## src/ais_pkg.sv

```systemverilog
// Package with register map, field layout and encodings for the input select block.
package ais_pkg;
    // Register byte offsets on the Wishbone bus.
    localparam logic [3:0] OFF_AUX_SEL  = 4'h0;
    localparam logic [3:0] OFF_ZERO_SEL = 4'h4;
    localparam logic [3:0] OFF_SCAN     = 4'h8;
    localparam logic [3:0] OFF_PIN_ANALOG_DIGITAL_CONFIG     = 4'hC;
    localparam logic [3:0] OFF_CTRL     = 4'h0;
    localparam logic [3:0] OFF_STATUS   = 4'h4;

    // Writable bit masks; all other bits read as zero.
    localparam logic [15:0] MASK_AUX  = 16'h0707;
    localparam logic [15:0] MASK_ZERO = 16'h9F9F;
    localparam logic [15:0] MASK_SCAN = 16'h1FFF;
    localparam logic [15:0] MASK_PIN_ANALOG_DIGITAL_CONFIG = 16'h1FFF;
    localparam logic [15:0] MASK_CTRL = 16'h001F;
    localparam logic [15:0] RST_VAL   = 16'h0000;

    // Field positions in the auxiliary channel select register.
    localparam int AUX_POS_A   = 0;
    localparam int AUX_NEG_A   = 1;
    localparam int AUX_POS_B   = 8;
    localparam int AUX_NEG_B   = 9;
    // Field positions in the channel zero select register.
    localparam int ZERO_POS_A  = 0;
    localparam int ZERO_NEG_A  = 7;
    localparam int ZERO_POS_B  = 8;
    localparam int ZERO_NEG_B  = 15;
    // Field positions in the control register.
    localparam int CTRL_RES    = 0;
    localparam int CTRL_ALT    = 1;
    localparam int CTRL_SCAN   = 2;
    localparam int CTRL_CHANNEL_COUNT_SELECT   = 3;

    localparam int NUM_INPUTS  = 13;

    // Multiplexer codes: 0..12 analog inputs, then reference and ground.
    localparam logic [4:0] MUX_VREF_N = 5'h1E;
    localparam logic [4:0] MUX_AVSS   = 5'h1F;
    localparam logic [4:0] MAX_INPUT  = 5'h0C;
    localparam logic [4:0] RSV_LO     = 5'h06;
    localparam logic [4:0] RSV_HI     = 5'h08;

    // Auxiliary negative select codes.
    localparam logic [1:0] NEG_HIGH_SET = 2'h3;
    localparam logic [1:0] NEG_MID_SET  = 2'h2;

    // Channel count codes and the channel one to three enables they give.
    localparam logic [1:0] CHANNEL_COUNT_SELECT_CH0  = 2'h0;
    localparam logic [1:0] CHANNEL_COUNT_SELECT_CH01 = 2'h1;
    localparam logic [2:0] EN_NONE   = 3'h0;
    localparam logic [2:0] EN_CH1    = 3'h1;
    localparam logic [2:0] EN_ALL    = 3'h7;

    localparam logic [4:0] AN0 = 5'h00;
    localparam logic [4:0] AN1 = 5'h01;
    localparam logic [4:0] AN3 = 5'h03;
    localparam logic [4:0] AN6 = 5'h06;
    localparam logic [4:0] AN9 = 5'h09;

    typedef enum logic [1:0] {
        PH_A = 2'b00,
        PH_B = 2'b01
    } ais_phase_type;
endpackage

```

## src/ais_input_select.sv

```systemverilog
// Register file and multiplexer select decoding for the converter input channels.
//
// Chosen here: the Wishbone interface to the registers and the placing of the registers.
`timescale 1ns/1ps
module ais_input_select #(
    parameter bit LARGE_VARIANT = 1'b1
) (
    // Clock and reset
    input  wire logic        clk_i,
    input  wire logic        rst_i,
    // Wishbone slave
    input  wire logic        cyc_i,
    input  wire logic        stb_i,
    input  wire logic        we_i,
    input  wire logic [4:0]  adr_i,
    input  wire logic [3:0]  sel_i,
    input  wire logic [31:0] dat_i,
    output logic      [31:0] dat_o,
    output logic             ack_o,
    // Sample strobe from the conversion sequencer
    input  wire logic        sample_i,
    // Multiplexer selects
    output logic [4:0]       zero_pos_o,
    output logic [4:0]       zero_neg_o,
    output logic [14:0]      aux_pos_o,
    output logic [14:0]      aux_neg_o,
    output logic [2:0]       aux_enable_o,
    output logic             phase_b_o,
    // Pin configuration
    output logic [12:0]      pin_digital_o
);
    logic [15:0] aux_sel_q, zero_sel_q, scan_q, pin_analog_digital_config_q, ctrl_q;
    logic [4:0]  scan_ptr_q;
    ais_pkg::ais_phase_type phase_q;
    logic        hit;
    logic        req;
    logic [15:0] wdata;
    // Per-register write strobes.
    logic        wr_aux;
    logic        wr_zero;
    logic        wr_scan;
    logic        wr_pin_analog_digital_config;
    logic        wr_ctrl;
    // Fields of the sample phase in use.
    logic        res12;
    logic        pb;
    logic [4:0]  zp;
    logic [1:0]  ncode;
    logic        pbit;
    logic [1:0]  channel_count_select;
    logic        zneg;
    logic [15:0] rdata;
    logic [4:0]  next_scan;

    // Byte enables apply per lane; only the low 16 bits carry data.
    function automatic logic [15:0] merge(input logic [15:0] old, input logic [15:0] mask);
        logic [15:0] v;
        v = old;
        if (sel_i[0]) begin
            v[7:0] = wdata[7:0];
        end
        if (sel_i[1]) begin
            v[15:8] = wdata[15:8];
        end
        return v & mask;
    endfunction

    // Positive select for channels one to three; reserved in 12-bit mode.
    function automatic logic [4:0] aux_pos(input logic bitv, input logic [1:0] ch,
                                           input logic res12);
        logic [4:0] base;
        base = bitv ? ais_pkg::AN3 : ais_pkg::AN0;
        if (res12) begin
            return ais_pkg::MUX_VREF_N;
        end
        return base + {3'h0, ch};
    endfunction

    function automatic logic [4:0] aux_neg(input logic [1:0] code, input logic [1:0] ch,
                                           input logic res12);
        logic [4:0] r;
        r = ais_pkg::MUX_VREF_N;
        if (res12) begin
            r = ais_pkg::MUX_VREF_N;
        end else if (code == ais_pkg::NEG_HIGH_SET) begin
            r = ais_pkg::AN9 + {3'h0, ch};
        end else if (code == ais_pkg::NEG_MID_SET && LARGE_VARIANT) begin
            r = ais_pkg::AN6 + {3'h0, ch};
        end
        return r;
    endfunction

    // Analog input actually available, or the reference for absent or reserved codes.
    function automatic logic [4:0] zero_pos(input logic [4:0] code);
        logic [4:0] r;
        r = code;
        if (code > ais_pkg::MAX_INPUT) begin
            r = ais_pkg::MUX_VREF_N;
        end else if (!LARGE_VARIANT && code >= ais_pkg::RSV_LO && code <= ais_pkg::RSV_HI) begin
            r = ais_pkg::MUX_VREF_N;
        end
        return r;
    endfunction

    // A digital pin feeds ground to the multiplexer instead of its voltage.
    function automatic logic [4:0] pin_gate(input logic [4:0] code);
        logic [4:0] r;
        r = code;
        if (code <= ais_pkg::MAX_INPUT && pin_analog_digital_config_q[code[3:0]]) begin
            r = ais_pkg::MUX_AVSS;
        end
        return r;
    endfunction

    assign req   = cyc_i && stb_i && !ack_o;
    assign hit   = adr_i[4] == 1'b0;
    assign wdata = dat_i[15:0];

    // Register match by half and offset, shared by the read and write decoders.
    // The main registers sit in the lower half of the window, the block's own above.
    function automatic logic adr_is(input logic main, input logic [3:0] off);
        return (main == hit) && (adr_i[3:0] == off);
    endfunction

    // Channels one to three in use; 12-bit mode converts channel zero alone.
    function automatic logic [2:0] aux_en(input logic [1:0] count, input logic res);
        logic [2:0] e;
        e = ais_pkg::EN_ALL;
        if (res || count == ais_pkg::CHANNEL_COUNT_SELECT_CH0) begin
            e = ais_pkg::EN_NONE;
        end else if (count == ais_pkg::CHANNEL_COUNT_SELECT_CH01) begin
            e = ais_pkg::EN_CH1;
        end
        return e;
    endfunction

    // Read multiplexer; holes in the map read zero.
    always_comb begin
        rdata = 16'h0000;
        if (adr_is(1'b0, ais_pkg::OFF_CTRL)) begin
            rdata = ctrl_q;
        end else if (adr_is(1'b0, ais_pkg::OFF_STATUS)) begin
            rdata = {10'h000, phase_q == ais_pkg::PH_B, scan_ptr_q};
        end else if (adr_is(1'b1, ais_pkg::OFF_AUX_SEL)) begin
            rdata = aux_sel_q;
        end else if (adr_is(1'b1, ais_pkg::OFF_ZERO_SEL)) begin
            rdata = zero_sel_q;
        end else if (adr_is(1'b1, ais_pkg::OFF_SCAN)) begin
            rdata = scan_q;
        end else if (adr_is(1'b1, ais_pkg::OFF_PIN_ANALOG_DIGITAL_CONFIG)) begin
            rdata = pin_analog_digital_config_q;
        end
    end

    // One strobe per register; a write to a hole or to status is acked and dropped.
    always_comb begin
        wr_ctrl = 1'b0;
        wr_aux  = 1'b0;
        wr_zero = 1'b0;
        wr_scan = 1'b0;
        wr_pin_analog_digital_config = 1'b0;
        if (req && we_i) begin
            if (adr_is(1'b0, ais_pkg::OFF_CTRL)) begin
                wr_ctrl = 1'b1;
            end else if (adr_is(1'b1, ais_pkg::OFF_AUX_SEL)) begin
                wr_aux = 1'b1;
            end else if (adr_is(1'b1, ais_pkg::OFF_ZERO_SEL)) begin
                wr_zero = 1'b1;
            end else if (adr_is(1'b1, ais_pkg::OFF_SCAN)) begin
                wr_scan = 1'b1;
            end else if (adr_is(1'b1, ais_pkg::OFF_PIN_ANALOG_DIGITAL_CONFIG)) begin
                wr_pin_analog_digital_config = 1'b1;
            end
        end
    end

    // Single-cycle answer, so a master never waits more than one edge.
    always_ff @(posedge clk_i) begin
        if (rst_i) begin
            ack_o <= 1'b0;
        end else begin
            ack_o <= req;
        end
    end

    // Read data is registered with the acknowledge and stands for that cycle only.
    always_ff @(posedge clk_i) begin
        if (rst_i) begin
            dat_o <= 32'h00000000;
        end else begin
            dat_o <= {16'h0000, rdata};
        end
    end

    // Control register of the block's own half.
    always_ff @(posedge clk_i) begin
        if (rst_i) begin
            ctrl_q <= ais_pkg::RST_VAL;
        end else if (wr_ctrl) begin
            ctrl_q <= merge(ctrl_q, ais_pkg::MASK_CTRL);
        end
    end

    // Auxiliary channel selects; unimplemented bits are masked on the way in.
    always_ff @(posedge clk_i) begin
        if (rst_i) begin
            aux_sel_q <= ais_pkg::RST_VAL;
        end else if (wr_aux) begin
            aux_sel_q <= merge(aux_sel_q, ais_pkg::MASK_AUX);
        end
    end

    // Channel zero selects.
    always_ff @(posedge clk_i) begin
        if (rst_i) begin
            zero_sel_q <= ais_pkg::RST_VAL;
        end else if (wr_zero) begin
            zero_sel_q <= merge(zero_sel_q, ais_pkg::MASK_ZERO);
        end
    end

    // Scan mask; bits of absent inputs are kept and resolved at decode time.
    always_ff @(posedge clk_i) begin
        if (rst_i) begin
            scan_q <= ais_pkg::RST_VAL;
        end else if (wr_scan) begin
            scan_q <= merge(scan_q, ais_pkg::MASK_SCAN);
        end
    end

    // Pin configuration; all thirteen bits stay writable on every variant.
    always_ff @(posedge clk_i) begin
        if (rst_i) begin
            pin_analog_digital_config_q <= ais_pkg::RST_VAL;
        end else if (wr_pin_analog_digital_config) begin
            pin_analog_digital_config_q <= merge(pin_analog_digital_config_q, ais_pkg::MASK_PIN_ANALOG_DIGITAL_CONFIG);
        end
    end

    // Next set scan bit above the pointer, wrapping to the lowest one.
    always_comb begin
        next_scan = scan_ptr_q;
        for (int k = ais_pkg::NUM_INPUTS; k >= 1; k--) begin
            if (scan_q[(int'(scan_ptr_q) + k) % ais_pkg::NUM_INPUTS]) begin
                next_scan = 5'((int'(scan_ptr_q) + k) % ais_pkg::NUM_INPUTS);
            end
        end
    end

    // The phase advances on each sample strobe; without alternation it rests in A.
    always_ff @(posedge clk_i) begin
        if (rst_i) begin
            phase_q <= ais_pkg::PH_A;
        end else if (sample_i) begin
            if (ctrl_q[ais_pkg::CTRL_ALT] && phase_q == ais_pkg::PH_A) begin
                phase_q <= ais_pkg::PH_B;
            end else begin
                phase_q <= ais_pkg::PH_A;
            end
        end
    end

    // The scan pointer moves only on phase A samples, which are the scanned ones.
    always_ff @(posedge clk_i) begin
        if (rst_i) begin
            scan_ptr_q <= ais_pkg::AN0;
        end else if (sample_i && phase_q == ais_pkg::PH_A && ctrl_q[ais_pkg::CTRL_SCAN]) begin
            scan_ptr_q <= next_scan;
        end
    end

    // Fields of the phase in use; scanning overrides the channel zero input in phase A.
    always_comb begin
        res12 = ctrl_q[ais_pkg::CTRL_RES];
        pb    = phase_q == ais_pkg::PH_B;
        channel_count_select  = ctrl_q[ais_pkg::CTRL_CHANNEL_COUNT_SELECT +: 2];
        if (pb) begin
            zp    = zero_sel_q[ais_pkg::ZERO_POS_B +: 5];
            ncode = aux_sel_q[ais_pkg::AUX_NEG_B +: 2];
            pbit  = aux_sel_q[ais_pkg::AUX_POS_B];
            zneg  = zero_sel_q[ais_pkg::ZERO_NEG_B];
        end else begin
            zp    = zero_sel_q[ais_pkg::ZERO_POS_A +: 5];
            ncode = aux_sel_q[ais_pkg::AUX_NEG_A +: 2];
            pbit  = aux_sel_q[ais_pkg::AUX_POS_A];
            zneg  = zero_sel_q[ais_pkg::ZERO_NEG_A];
        end
        if (!pb && ctrl_q[ais_pkg::CTRL_SCAN]) begin
            zp = scan_ptr_q;
        end
    end

    // Channel zero positive select; registered so the multiplexer never sees a glitch.
    always_ff @(posedge clk_i) begin
        if (rst_i) begin
            zero_pos_o <= ais_pkg::MUX_VREF_N;
        end else begin
            zero_pos_o <= pin_gate(zero_pos(zp));
        end
    end

    // Channel zero negative select.
    always_ff @(posedge clk_i) begin
        if (rst_i) begin
            zero_neg_o <= ais_pkg::MUX_VREF_N;
        end else if (zneg) begin
            zero_neg_o <= pin_gate(ais_pkg::AN1);
        end else begin
            zero_neg_o <= ais_pkg::MUX_VREF_N;
        end
    end

    // Channels one to three; their selects are driven even when the channel is unused.
    always_ff @(posedge clk_i) begin
        if (rst_i) begin
            aux_pos_o <= {3{ais_pkg::MUX_VREF_N}};
            aux_neg_o <= {3{ais_pkg::MUX_VREF_N}};
        end else begin
            for (int c = 0; c < 3; c++) begin
                aux_pos_o[c*5 +: 5] <= pin_gate(aux_pos(pbit, 2'(c), res12));
                aux_neg_o[c*5 +: 5] <= pin_gate(aux_neg(ncode, 2'(c), res12));
            end
        end
    end

    // Channel enables follow the channel count field; 12-bit mode turns all three off.
    always_ff @(posedge clk_i) begin
        if (rst_i) begin
            aux_enable_o <= ais_pkg::EN_NONE;
        end else begin
            aux_enable_o <= aux_en(channel_count_select, res12);
        end
    end

    // Phase indicator for the sequencer.
    always_ff @(posedge clk_i) begin
        if (rst_i) begin
            phase_b_o <= 1'b0;
        end else begin
            phase_b_o <= pb;
        end
    end

    // Pin modes; a pin configured digital also feeds ground to the multiplexers.
    always_ff @(posedge clk_i) begin
        if (rst_i) begin
            pin_digital_o <= 13'h0000;
        end else begin
            pin_digital_o <= pin_analog_digital_config_q[ais_pkg::NUM_INPUTS-1:0];
        end
    end
endmodule

```

## config.mk

```make
export PLATFORM = sky130hd
export DESIGN_NAME = ais_input_select
export DESIGN_NICKNAME = d
export VERILOG_FILES = /design/src/ais_pkg.sv /design/src/ais_input_select.sv
export SDC_FILE = /design/constraint.sdc
export NUM_CORES = 1
export LEC_CHECK = 0
export ABC_AREA = 1
export BUFFER_PORTS_ARGS = -buffer_cell sky130_fd_sc_hd__buf_2
export CAP_MARGIN = 40
export CORE_ASPECT_RATIO = 0.5
export CORE_MARGIN = 4
export CORE_UTILIZATION = 65
export CTS_CLUSTER_SIZE = 20
export DETAILED_ROUTE_END_ITERATION = 8
export PLACE_DENSITY = 0.87
export SYNTH_ARGS = -nofsm -noshare
export SYNTH_HDL_FRONTEND = slang
export SYNTH_SLANG_ARGS = --single-unit
```

## constraint.sdc

```tcl
create_clock -name clk_i -period 10.3 [get_ports clk_i]
set_clock_uncertainty 0.1 [all_clocks]
set_input_delay 1.03 -clock clk_i [delete_from_list [all_inputs] [get_ports clk_i]]
set_output_delay 1.03 -clock clk_i [all_outputs]
set_load 0.01 [all_outputs]
```

## Word-level counts from Yosys, hierarchy flattened

Index checks and enable logic that the tools add are counted.

| word-level totals | value |
|---|---|
| flip-flop bits (word level) | 146 |
| bits of input ports | 47 |

| operators by class | value |
|---|---|
| add/sub/neg operators | 15 |
| divide/modulo/power cells | 13 |
| $lt $le $gt $ge | 28 |
| eq/ne operators | 7 |
| multiplexer cells | 131 |
| bitwise logic cells | 2 |
| reductions and logical operators | 46 |

Operator list:

| cell | number |
|---|---|
| 32-bit by 6-bit < comparator with 1-bit output, second input constant | 13 |
| 32-bit by 5-bit remainder unit with 32-bit output, second input constant | 13 |
| 5-bit 2-to-1 mux | 37 |
| 1-bit binary-select mux with 4-bit select | 20 |
| 1-bit 2-to-1 mux | 65 |
| 16-bit 2-to-1 mux | 4 |
| 5-bit by 4-bit adder with 6-bit output, second input constant | 6 |
| 5-bit by 4-bit less-or-equal comparator with 1-bit output, second input constant | 7 |
| 4-bit by 5-bit < comparator with 1-bit output, second input constant | 7 |
| 13-bit 2-to-1 mux | 2 |
| 5-bit by 3-bit adder with 6-bit output, second input constant | 4 |
| 1-bit logical AND | 20 |
| 2-bit AND reduction | 10 |
| 2-bit OR reduction | 9 |
| 13-bit nonzero test | 1 |
| 5-bit by 2-bit adder with 6-bit output, second input constant | 2 |
| 4-bit equality test, second input constant | 2 |
| 5-bit by 1-bit adder with 6-bit output, second input constant | 1 |
| 5-bit by 1-bit adder with 5-bit output, second input constant | 1 |
| 5-bit by 4-bit greater-than comparator with 1-bit output, second input constant | 1 |
| 2-bit by 1-bit equality test with 1-bit output, second input constant | 2 |
| 2-bit equality test, second input constant | 2 |
| 4-bit by 3-bit equality test with 1-bit output, second input constant | 1 |
| 2-bit zero test | 2 |
| 7 further kinds | 10 |

## Depth between registers and ports, before layout

| depth | value |
|---|---|
| depth in word-level cells | 18 |
| mapped depth | 49 |
| mapped depth without buffers | 47 |

## Worst setup path before layout

Ideal clock, no wire load.

| timing path | value |
|---|---|
| path kind | register to register |
| start | reg scan_ptr_q[0] |
| end | reg scan_ptr_q[0] |
| library setup time | 0.116 ns |
| arrival time | 6.098 ns |
| path slack | 3.986 ns |
| stages on the path, launching flop included | 41 |
| path buffers | 5 |
| clock period less this slack | 6.314 ns |
| cells stage by stage | dfxtp_1 -> clkbuf_1 -> buf_2 -> clkbuf_1 -> clkbuf_1 -> inv_1 -> ha_1 -> clkbuf_1 -> inv_2 -> ha_1 -> inv_1 -> nand3_1 -> nand3_1 -> nand3_1 -> nor2_2 -> xor2_1 -> ha_1 -> inv_1 -> [5 not listed] -> nand3_1 -> nand3_1 -> nand3_2 -> nand2_1 -> o211ai_1 -> nand3_1 -> nand2_1 -> nand2_1 -> nand2_1 -> nand2_1 -> nand2_1 -> nand2_1 -> nand2_1 -> nand2_1 -> nand2_1 -> nand2_1 -> nand2_1 -> a21oi_2 |

| between the ends | value |
|---|---|
| longest elaborated chain between the ends | 17 |
| elaborated cells on any way between the ends | 80 |
| classes of those cells | 13 x add/sub; 13 x div; 52 x mux; 2 x reduce/logical |

Ends and longest elaborated chain:

| what | RTL line | source |
|---|---|---|
| from (decl) | ais_input_select.sv:33 | `logic [4:0] scan_ptr_q;` |
| from (signal assigned) | ais_input_select.sv:266 | `scan_ptr_q <= ais_pkg::AN0;` |
| from (signal assigned) | ais_input_select.sv:268 | `scan_ptr_q <= next_scan;` |
| 5-bit by 4-bit adder with 6-bit output | ais_input_select.sv:244, ais_input_select.sv:245 |  |
| 32-bit by 5-bit remainder unit with 32-bit output | ais_input_select.sv:244, ais_input_select.sv:245 |  |
| 1-bit binary-select mux with 4-bit select | ais_input_select.sv:244 | `if (scan_q[(int'(scan_ptr_q) + k) % ais_pkg::NUM_INPUTS]) begin` |
| 1-bit 2-to-1 mux (not written as such) (2 in series) | ais_input_select.sv:244 |  |
| 5-bit 2-to-1 mux (12 in series) | ais_input_select.sv:244 |  |

Parallel ways exist; a longest one is shown, timed or not. The select of a mux whose other input is x is not followed.
A chain may end at the register's enable or synchronous reset.

## Worst setup path in the final report

| timing path | value |
|---|---|
| start | reg scan_ptr_q[0] |
| end | reg scan_ptr_q[1] |

The elaborated chain is that of the path after synthesis.

==> reports/metrics.csv <==
stage,metric,value,unit
layout,Non-Filler Instances,2545,
logic_synthesis,post-synth top area share,16.81,%
route,drt pass-1 iters,6,
setup_path,Crit path max-delay family,simple AND/OR/NAND/NOR gates,
setup_path,Crit Path Max Fanout,15,
logic_synthesis,synth top area cells,"dfxtp_1, nand2_1, nand3_1",
logic_synthesis,async set-reset flop share out of synthesis,0,%
logic_synthesis,Netlist Area Pre-Place,13580,um2
sta,Final Max Tran Viols,0,
setup_path,Crit path buffers/inverters,5,
setup_path,max incr delay on CP,870,ps
layout,Nets,2396,
floorplan,Core Footprint,20550,um2
route,Iteration-0 DRC Markers,1880,
pwr,Worst VDD drop,0.1276,mV
setup_path,type of origin of the critical path,flop,
logic_synthesis,"FF+latch count, synth",114,
logic_synthesis,Post-synth EDFFs,0,
route,vias per cell,5.880,
cts,CTS H-tree depth,4,
pwr,PnR Total Power,0.001128,W
place,port bufs,96,
layout,share of layout cells above drive strength 1,15.41,%
cts,post-cts sizing count,0,
grt,GRT Residual Overflow,0,
sta,Fin. Hold Viols,0,
floorplan,initial core utilization,66.06,%
layout,sequential cell area,2283,um2
flow_run,MaxCap Viol Count,0,
outcome,outcome,finished clean,
grt,first-pass GRT wire length,66540,um
sta,fmax,154.0,MHz
logic_synthesis,most used flip-flop cell after synthesis,dfxtp_1,
sta,Relative slew margins,39.81,%
route,number of remaining DRC errors,0,
sta,Hold WS,393.9,ps
floorplan,die width,212.4,um
cts,# hold bufs at CTS,0,
setup_path,CP max-delay cell,ha_1,
cts,clock sink count,114,
grt,pin count of the biggest net entering global routing,63,
cts,Max Root-Sink Buffers,2,
sta,endpoints failing setup,0,
layout,"commonest non-fill, non-tap cell in the layout",nand2_1,
route,WL final,42670,um
grt,antenna violations before repair,0,
layout,Area Growth Syn to Fin,7.519,%
setup_path,data required time of the critical path,10550,ps
pwr,Switching Fraction,20.89,%
pwr,sequential group share of total power,39.6,%
pwr,Int Pwr,0.0008924,W
cts,root buffer cell,clkbuf_16,
sta,crit share post-route,63.05,%
sta,Worst-Margin Slew,901.6,ps
place,hpwl dp,31040,um
setup_path,cell mode on critical path,nand2_1,
sta,RSZ-0062 raised after global routing,false,
setup_path,"Data arrival, critical path",6740,ps
floorplan,die area,23410,um2
place,dpl cells,2512,
sta,setup_tns,0,ps
logic_synthesis,Yosys cell types,66,
logic_synthesis,sequential cell area fraction in the yosys report,16.81,%
cts,clock tree from TritonCTS,built,
setup_path,crit path kind,reg2reg,
floorplan,num ports,137,
floorplan,DIE HEIGHT,110.2,um
place,GPL Wtd Cong,1.004,
cts,CTS buffer count,17,
pwr,clock power share,56.5,%
route,post-route antenna net violation count,0,
layout,multi-input logic area,9560,um2
logic_synthesis,post-synth top area cell,dfxtp_1,
cts,CTS clock-pin slew for the worst setup and hold paths,50,ps
sta,post-layout minimum cycle time,6494,ps
pwr,Net Switching,0.0002357,W
layout,"commonest cells after routing, fill and taps aside","nand2_1, inv_1, nand3_1, nor2_1, dfxtp_1",
hold_path,worst min path class,reg2reg,
pwr,PwrDens,77.27,nW/um2
route,number of vias in the routed layout,14960,
route,WL/cell,16.76,um
cts,Clock Latency Late Sink,420,ps
setup_path,crit end category,flop,
layout,Fillers,1778,
logic_synthesis,synth warn,0,
cts,# Post-CTS Setup Buffers,0,
pwr,Leak,7.060,nW
floorplan,# rows,37,
logic_synthesis,Mapped Cells,2215,
logic_synthesis,Mean Syn Cell Area,6.131,um2
pwr,Comb power frac,3.9,%
grt,total track usage,34.98,%
grt,number of global-route vias before repair,13080,
==> logic make-up after synthesis <==
group / count (synthesis) / synth area share [%]
xor+xnor: 82 / 6.063
buf+inv: 425 / 13.29
flops: 114 / 16.81
other cells: 2 / 0.05530
fa+ha+maj: 91 / 8.385
simple gates: 1089 / 36.40
compound gates: 412 / 19.00
==> cell type report <==
type	count	share of cell area, %
multi-input combinational	1694	65.48
sequential	114	15.64
inverter	330	8.535
timing repair buffer	101	3.548
clock buffer	23	3.411
tap	273	2.340
clock inverter	9	1.028
antenna	1	0.01714
==> Yosys cell counts (5+ instances only) <==
| cell type | number |
|---|---|
| nand2_1 | 531 |
| inv_1 | 277 |
| nand3_1 | 232 |
| nor2_1 | 168 |
| dfxtp_1 | 114 |
| o21ai_0 | 110 |
| a21oi_1 | 98 |
| ha_1 | 91 |
| xor2_1 | 54 |
| nand2_2 | 47 |
| o211ai_1 | 46 |
| o21ai_1 | 46 |
| inv_2 | 44 |
| clkbuf_1 | 43 |
| buf_4 | 35 |
| o21ai_2 | 31 |
| nor2_2 | 23 |
| nand4_1 | 20 |
| nor3_1 | 17 |
| o22ai_1 | 17 |
| xnor2_1 | 17 |
| nand3_2 | 13 |
| a31oi_1 | 10 |
| nand2_4 | 10 |
| xor2_2 | 9 |
| a21oi_2 | 8 |
| buf_2 | 8 |
| buf_6 | 8 |
| clkinv_1 | 7 |
| o21a_1 | 7 |
| a221oi_1 | 5 |
| or2_2 | 5 |
==> state kept, by name, summed over array words and instances (netlist names), 2 cells and up <==
name                         flops
aux_neg_o                       11
pin_digital_o                   13
aux_enable_o                     2
zero_pos_o                       5
pin_analog_digital_config_q     13
zero_neg_o                       2
zero_sel_q                      12
aux_sel_q                        6
scan_ptr_q                       5
dat_o                           14
scan_q                          13
aux_pos_o                       10
ctrl_q                           5
==> tightest hold or removal path: cells and delay by family (launching register included) <==
family | cells | cell delay [ps]
AOI/OAI and AO/OA | 1 | 50
DFF | 1 | 320
buffers and inverters | 1 | 70
==> through the flow <==
| step | utilization [%] | cell area [um2] | worst slack (ps) |
|---|---|---|---|
| finish | 71.03 | 14600 | 3806 |
| global route | 71.02 | 14600 | 3472 |
| CTS | 71.02 | 14600 | 4019 |
| detailed placement | 67.87 | 13950 | 4050 |
| global placement | 67.87 | 13950 | 4092 |
| floorplan | - | 13650 | 3986 |
==> power groups by stage <==
stage / registers, W / logic (W) / clock network (W)
3_3_place_gp: 0.000455 / 0.0000398 / 0
6_report: 0.000447 / 0.0000438 / 0.000638
4_1_cts: 0.000447 / 0.0000418 / 0.000632
5_1_grt: 0.000447 / 0.0000470 / 0.000652
3_5_place_dp: 0.000455 / 0.0000403 / 0
2_1_floorplan: 0.000457 / 0.0000290 / 0
==> path summary, 6_finish.rpt <==
path | from | end | slack, ps | cells after the start
max | scan_ptr_q[0] | scan_ptr_q[1] | 3810 | 36
min reg2reg | zero_sel_q[11] | zero_sel_q[11] | 390 | 2
min | zero_sel_q[11] | zero_sel_q[11] | 390 | 2
max reg2reg | scan_ptr_q[0] | scan_ptr_q[1] | 3810 | 36
==> routing by layer <==
| layer | routed length, um | GRT usage [%] | up-vias | part of all wire (%) |
|---|---|---|---|---|
| met5 | 0 | 0 | - | 0 |
| met4 | 1517 | 13.09 | 0 | 3.6 |
| met3 | 5089 | 6.079 | 150 | 12 |
| met2 | 18200 | 57.05 | 823 | 43 |
| met1 | 17860 | 46.90 | 6740 | 42 |
| li1 | - | - | 7251 | - |
Note: power is estimated with default switching activity, not from simulation.
